===== config.mk =====
export PLATFORM = sky130hd
export DESIGN_NAME = bou_unit
export DESIGN_NICKNAME = d
export VERILOG_FILES = /design/src/hw/bou_pkg.sv /design/src/hw/bou_unit.sv
export VERILOG_INCLUDE_DIRS = /design/src /design/src/hw
export SDC_FILE = /design/constraint.sdc
export NUM_CORES = 1
export LEC_CHECK = 0
export ABC_AREA = 1
export BUFFER_PORTS_ARGS = -buffer_cell sky130_fd_sc_hd__buf_4
export CAP_MARGIN = 10
export CORE_UTILIZATION = 45
export CTS_CLUSTER_SIZE = 14
export DETAILED_ROUTE_END_ITERATION = 10
export HOLD_SLACK_MARGIN = 0.03
export PLACE_DENSITY = 0.82
export SLEW_MARGIN = 30
export SYNTH_ARGS = -nofsm -noshare
export SYNTH_HDL_FRONTEND = slang
export SYNTH_SLANG_ARGS = --single-unit

===== constraint.sdc =====
create_clock -name clk_sys -period 2.6 [get_ports clk_sys]
set_input_delay 0.52 -clock clk_sys [delete_from_list [all_inputs] [get_ports clk_sys]]
set_output_delay 0.52 -clock clk_sys [all_outputs]
set_load 0.1 [all_outputs]

===== src/hw/bou_cfg.svh =====
/*
  Constants for the bitwise OR/XOR unit: function codes, widths, field
  positions and zero values. Assumes inclusion by its bare name.
*/
`ifndef BOU_CFG_SVH
`define BOU_CFG_SVH
`define BOU_WORD_W 16
`define BOU_DWORD_W 32
`define BOU_CODE_W 12
`define BOU_CODE_WORD_OR 12'h035
`define BOU_CODE_DWORD_OR 12'h611
`define BOU_CODE_WORD_XOR 12'h036
`define BOU_CODE_DWORD_XOR 12'h612
`define BOU_WORD_MSB 15
`define BOU_DWORD_MSB 31
`define BOU_LO_HI 15
`define BOU_LO_LO 0
`define BOU_HI_HI 31
`define BOU_HI_LO 16
`define BOU_ZERO_WORD 16'h0000
`define BOU_ZERO_DWORD 32'h0000_0000
`endif


===== src/hw/bou_pkg.sv =====
/*
  Types for the bitwise OR/XOR unit. Assumes bou_cfg.svh is on the
  include path.
*/
`include "bou_cfg.svh"
package bou_pkg;
  // Operand as seen by the unit: memory word pair or immediate constant
  typedef struct packed {
    logic is_const;
    logic [`BOU_DWORD_W-1:0] mem_val;
    logic [`BOU_DWORD_W-1:0] const_val;
  } bou_operand_s;

  // Condition flags
  typedef struct packed {
    logic error_flag;
    logic zero_flag;
    logic neg_flag;
  } bou_flags_s;

  // Write-back of the destination word pair
  typedef struct packed {
    logic wr_lo;
    logic wr_hi;
    logic [`BOU_WORD_W-1:0] lo;
    logic [`BOU_WORD_W-1:0] hi;
  } bou_dest_s;

  typedef enum logic [4:0] {
    BOU_NONE = 5'h01,
    BOU_WORD_OR_OP = 5'h02,
    BOU_DWORD_OR_OP = 5'h04,
    BOU_WORD_XOR_OP = 5'h08,
    BOU_DWORD_XOR_OP = 5'h10
  } bou_op_e;
endpackage : bou_pkg


===== src/hw/bou_unit.sv =====
/*
  Bitwise OR/XOR unit of the controller's logic instructions, single and
  double word. Assumes the sequencer presents code, operands and execution
  condition synchronous to clk_sys and writes dest back to memory.
*/
`timescale 1ns/1ps
`include "bou_cfg.svh"

module bou_unit
  import bou_pkg::*;
(
  // Clock and reset
  input wire logic clk_sys,
  input wire logic resetn,
  // Instruction from the sequencer
  input wire logic exec_cond,
  input wire logic [`BOU_CODE_W-1:0] func_code,
  input wire bou_operand_s in1,
  input wire bou_operand_s in2,
  // Result
  output bou_dest_s dest,
  output bou_flags_s flags,
  output logic done
);

  // ----------------------------------------------------------------
  // Helper functions
  // ----------------------------------------------------------------
  // Operand source select; memory data and constant both arrive
  // as a full word pair, the word operations read only the low word
  function automatic logic [`BOU_DWORD_W-1:0] pick(
    input bou_operand_s o
  );
    pick = o.is_const ? o.const_val : o.mem_val;
  endfunction : pick

  // Function code to one-hot operation; other codes do nothing
  function automatic bou_op_e decode_op(
    input logic [`BOU_CODE_W-1:0] code
  );
    case (code)
      `BOU_CODE_WORD_OR: decode_op = BOU_WORD_OR_OP;
      `BOU_CODE_DWORD_OR: decode_op = BOU_DWORD_OR_OP;
      `BOU_CODE_WORD_XOR: decode_op = BOU_WORD_XOR_OP;
      `BOU_CODE_DWORD_XOR: decode_op = BOU_DWORD_XOR_OP;
      default: decode_op = BOU_NONE;
    endcase
  endfunction : decode_op

  // Low word of a word pair, the word at R
  function automatic logic [`BOU_WORD_W-1:0] low_word(
    input logic [`BOU_DWORD_W-1:0] v
  );
    low_word = v[`BOU_LO_HI:`BOU_LO_LO];
  endfunction : low_word

  // High word of a word pair, the word at R+1
  function automatic logic [`BOU_WORD_W-1:0] high_word(
    input logic [`BOU_DWORD_W-1:0] v
  );
    high_word = v[`BOU_HI_HI:`BOU_HI_LO];
  endfunction : high_word

  // Zero test over the width the operation really has
  function automatic logic result_zero(
    input logic [`BOU_DWORD_W-1:0] v,
    input logic dword
  );
    if (dword)
      result_zero = (v == `BOU_ZERO_DWORD);
    else
      result_zero = (low_word(v) == `BOU_ZERO_WORD);
  endfunction : result_zero

  // Sign is the leftmost bit of the destination as written
  function automatic logic result_neg(
    input logic [`BOU_DWORD_W-1:0] v,
    input logic dword
  );
    if (dword)
      result_neg = v[`BOU_DWORD_MSB];
    else
      result_neg = v[`BOU_WORD_MSB];
  endfunction : result_neg

  // ----------------------------------------------------------------
  // Decode
  // ----------------------------------------------------------------
  wire bou_op_e op;
  assign op = decode_op(func_code);

  wire logic is_dword;
  wire logic valid_op;
  assign is_dword = (op == BOU_DWORD_OR_OP) || (op == BOU_DWORD_XOR_OP);
  assign valid_op = (op != BOU_NONE);

  wire logic [`BOU_DWORD_W-1:0] a;
  wire logic [`BOU_DWORD_W-1:0] b;
  assign a = pick(in1);
  assign b = pick(in2);

  // ----------------------------------------------------------------
  // Datapath
  // ----------------------------------------------------------------
  // Word results are zero extended so hi reads back as zero
  logic [`BOU_DWORD_W-1:0] res;
  always_comb
  begin
    res = `BOU_ZERO_DWORD;
    case (op)
      BOU_WORD_OR_OP:
      begin
        res = {`BOU_ZERO_WORD, low_word(a) | low_word(b)};
      end
      BOU_DWORD_OR_OP:
      begin
        res = a | b;
      end
      BOU_WORD_XOR_OP:
      begin
        res = {`BOU_ZERO_WORD, low_word(a) ^ low_word(b)};
      end
      BOU_DWORD_XOR_OP:
      begin
        res = a ^ b;
      end
      default:
      begin
        res = `BOU_ZERO_DWORD;
      end
    endcase
  end

  wire logic res_zero;
  wire logic res_neg;
  assign res_zero = result_zero(res, is_dword);
  assign res_neg = result_neg(res, is_dword);

  // An unknown code with the condition on is refused like a
  // condition off, so stray codes never touch memory
  wire logic fire;
  assign fire = exec_cond && valid_op;

  // ----------------------------------------------------------------
  // Next values
  // ----------------------------------------------------------------
  // Data and flags hold while idle; strobes are single pulses, so
  // memory is never rewritten without an execution
  bou_dest_s next_dest;
  bou_flags_s next_flags;
  logic next_done;
  always_comb
  begin
    next_dest = dest;
    next_flags = flags;
    next_done = fire;
    next_dest.wr_lo = fire;
    next_dest.wr_hi = fire && is_dword;
    if (fire)
    begin
      next_dest.lo = low_word(res);
      next_dest.hi = high_word(res);
      next_flags.error_flag = 1'b0;
      next_flags.zero_flag = res_zero;
      next_flags.neg_flag = res_neg;
    end
    else
    begin
      next_dest.lo = dest.lo;
      next_dest.hi = dest.hi;
      next_flags = flags;
    end
  end

  // ----------------------------------------------------------------
  // Result and flag registers
  // ----------------------------------------------------------------
  // Destination address is the sequencer's concern; it always names a
  // memory word, never a constant, so only data and strobes leave here
  always_ff @(posedge clk_sys)
  begin
    if (!resetn)
    begin
      dest <= '0;
      flags <= '0;
      done <= 1'b0;
    end
    else
    begin
      dest <= next_dest;
      flags <= next_flags;
      done <= next_done;
    end
  end

endmodule : bou_unit


==> summary by stage <==
GRT
The initial antenna violation count is 0. The number of global-route vias before repair is around 3,400. Entering global routing, the biggest net connects 35 pins. The global routing usage summed across all routing layers is 0.2536. The first global-routing pass estimated 15,010 um of wire.

After global routing the overflow that remains totals 0.

Detailed routing
The routed layout has 3,593 vias. After detailed routing, the number of remaining DRC violations is 0. Dividing the detail-routed wire length by the instance count gives 13.42 um. The pre-antenna-repair detailed-routing pass consisted of 5 iterations.

Dividing the detail-routed via count by the number of cells gives 5.089. The count of routing violations after the opening detailed-route iteration is 97. The routed design has 9475 um of wire. The number of antenna-violating nets in the routed design is 0.

Clocking
Once the clock tree was built, the resizer swapped 0 gates to a different size. The clock tree synthesis step divided the H-tree into 2 levels. The clock root buffer is clkbuf_8. The count of hold-fix buffers inserted at cts is 0. The clock-pin slew on the worst setup and hold paths is 0.07 ns. The worst-skew pair later-pin latency is around 0.28 ns.

TritonCTS built the clock tree. The tree built by TritonCTS fans out to 36 sinks. The longest clock path from root to sink contains 2 buffers. Post-CTS timing repair inserted 0 buffers for setup.

The total clock buffers created by CTS is 5.

Synth
The largest area contributor in the synthesized netlist is dfxtp_1. Synthesis produced 440 cells. The post-synthesis instance area is 3209 sq um. Yosys attributes the largest share of cell area to dfxtp_1, mux2i_1, ha_1.

The number of library cell types mapped by synthesis is 27. Of the post-synthesis cell area, the dominant cell type holds 0.2246. The mean instance size in the synthesized netlist is 7.294 sq um.

Synthesis inferred 36 register bits. The share of the Yosys chip area taken by registers is 0.2246. When the netlist entered floorplanning its net count stood at 617. The number of warnings issued by yosys is 0.

Worst setup path
Data arrives at the worst endpoint at 2.26 ns. The element type at the critical path end is a flip-flop. The startpoint kind of the worst setup timing path is a primary input. The cell depth of the worst flop-to-flop path is 2. The worst-path maximum fanout is 28. The type of the setup path with the least slack is primary input to flip-flop. The worst endpoint required time is 2.81 ns.

Timing
Dividing the final minimum period by the clock period gives 0.7904. The post-layout minimum cycle time is 2.055 ns. The number of max-slew violations in the final report is 0. Setup total negative slack on the finished layout was measured at 0 ns.

The count of final hold-check violations is 0. Clock skew on the completed layout was measured at 0 ns. The relative slew slack is 0.6329. Timing would allow up to 0.4866 GHz. The number of setup violations in the final report is 0. Setup repair after global routing left no endpoint under its margin. At the pin with the least slew margin, the transition time is around 0.55 ns.

Floorplanning
The count of pins on the block boundary is 183. The number of core rows is 30. For this configuration, the core starts out at a cell density of 0.4698.

The die covers 7474 sq um. The core outline area is 6832 sq um. The overall die width is 86.45 um. The chip height is approximately 86 um.

Final layout
In the final layout, the share of cells above drive strength 1 is 0.3574. In the final layout, the multi-input gates occupy ~2200 sq um. Fill cells in the final layout number 600.

The combined flip-flop and latch cell area is 720.7 sq um. The repair_antennas step left the layout with diodes totalling 0. The final net count is just under 800.

The post-layout instance count excluding filler cells is 706. The growth of design area from synthesis to finish is 48.54%.

Flow run
The count of max-cap constraint violations is 0.

Min path
The path class of the tightest hold or removal check is flip-flop to flip-flop. The worst hold path passes through 2 cells.

Placed design
The number of port buffers is 181. The cell count after placement is roughly 700. The sum of net half-perimeters after detailed placement is approximately 7700 um.

The congestion estimate from routability-driven global placement came to 0.8890.

Run status
The flow ran to the end, and the final reports show no timing, DRC or antenna violations.

Power
The total leakage power is roughly 2.6 nW. VDD sags by at most 0.0002519 V. In this run the power density over the cells is 310.6 nW/um^2.
## flip-flops by register name, summed over array words and instances, names as in the netlist
register and cells:
done 1, flags 2, dest 33
## logic make-up after synthesis
| logic type | count (synthesis) | share of synthesized area |
|---|---|---|
| simple gates | 156 | 0.2226 |
| buf+inv | 79 | 0.1049 |
| compound gates | 72 | 0.1224 |
| mux | 64 | 0.1996 |
| flops | 36 | 0.2246 |
| fa+ha+maj | 32 | 0.1248 |
| other cells | 1 | 0.001168 |
## layout make-up
class / instances / share of cell area
clock inverter: 1 / 0.006299
multi-input combinational: 325 / 0.4514
clock buffer: 7 / 0.02021
timing repair buffer: 188 / 0.3039
inverter: 53 / 0.04173
sequential: 36 / 0.1512
tap: 96 / 0.02520
## metrics by stage
step                      utilization  total power [mW]  hold WS (ns)  worst slack (ns)  area (sq um)
after floorplan                     -            0.7414        0.6583            0.2362          3209
after global placement         0.6793            0.9515        0.4817            0.2808          4641
after detailed placement       0.6793            0.9604        0.4954            0.2481          4641
after CTS                      0.6978             1.485        0.5069            0.5386          4767
after global routing           0.6978             1.552        0.5252            0.2966          4767
final                          0.6978             1.480        0.5107            0.5450          4767
## metal layers
metal	up-vias	wire length, um	track usage
met5	-	0	0
met1	1608	3621	0.2761
met3	18	862	0.06095
li1	1813	-	-
met4	0	223	0.08030
met2	154	4768	0.4805
## power by group
group          internal [mW]  total (mW)  switching, mW  leakage [nW]
sequential             0.551       0.552       0.000251         0.290
combinational          0.233       0.394          0.161          2.26
clock                  0.338       0.535          0.197        0.0645
## placed cells by master, fill, tap and decap left out, drive strengths merged
master  count
nand2      91
nand4       2
nor2       28
nor3        1
o211a       1
nand3      27
bufinv      1
a21oi      19
ha         32
buf       188
nand3b      7
mux2i      64
a31oi      13
clkbuf      7
dfxtp      36
conb        1
inv        53
o21ai      39
## synthesized netlist by cell type
library cell  number
o21ai_0           35
nor2_4             3
o211a_1            1
buf_4              4
a21oi_2            3
o21ai_1            4
a21oi_1           16
nand3_1           26
ha_1              32
dfxtp_1           36
nand2_4            3
nand4_1            2
nand3_2            1
mux2i_1           64
buf_2              8
nor2_1            25
inv_2              7
inv_1             46
nand3b_1           7
nor3_1             1
clkbuf_1           4
buf_6              2
conb_1             1
nand2_2            5
nand2_1           83
a31oi_1           13
buf_1              8
## final timing paths
path                start        to  slack (ns)
max          func_code[7]  dest[31]        0.55
min              flags[1]  flags[1]        0.51
max reg2reg      dest[11]  dest[11]        1.85
min reg2reg      flags[1]  flags[1]        0.51
## critical path, stage by stage
cell,delay [ns]
buf_4,0.11
nor2_1,0.13
nand2_1,0.14
inv_2,0.10
nand3_2,0.12
nand2_4,0.19
inv_2,0.07
nand2_2,0.10
nand2_4,0.07
inv_2,0.25
buf_12,0.21
o21ai_0,0.08
a31oi_1,0.16
No activity file was read; power rests on OpenSTA's default activity.
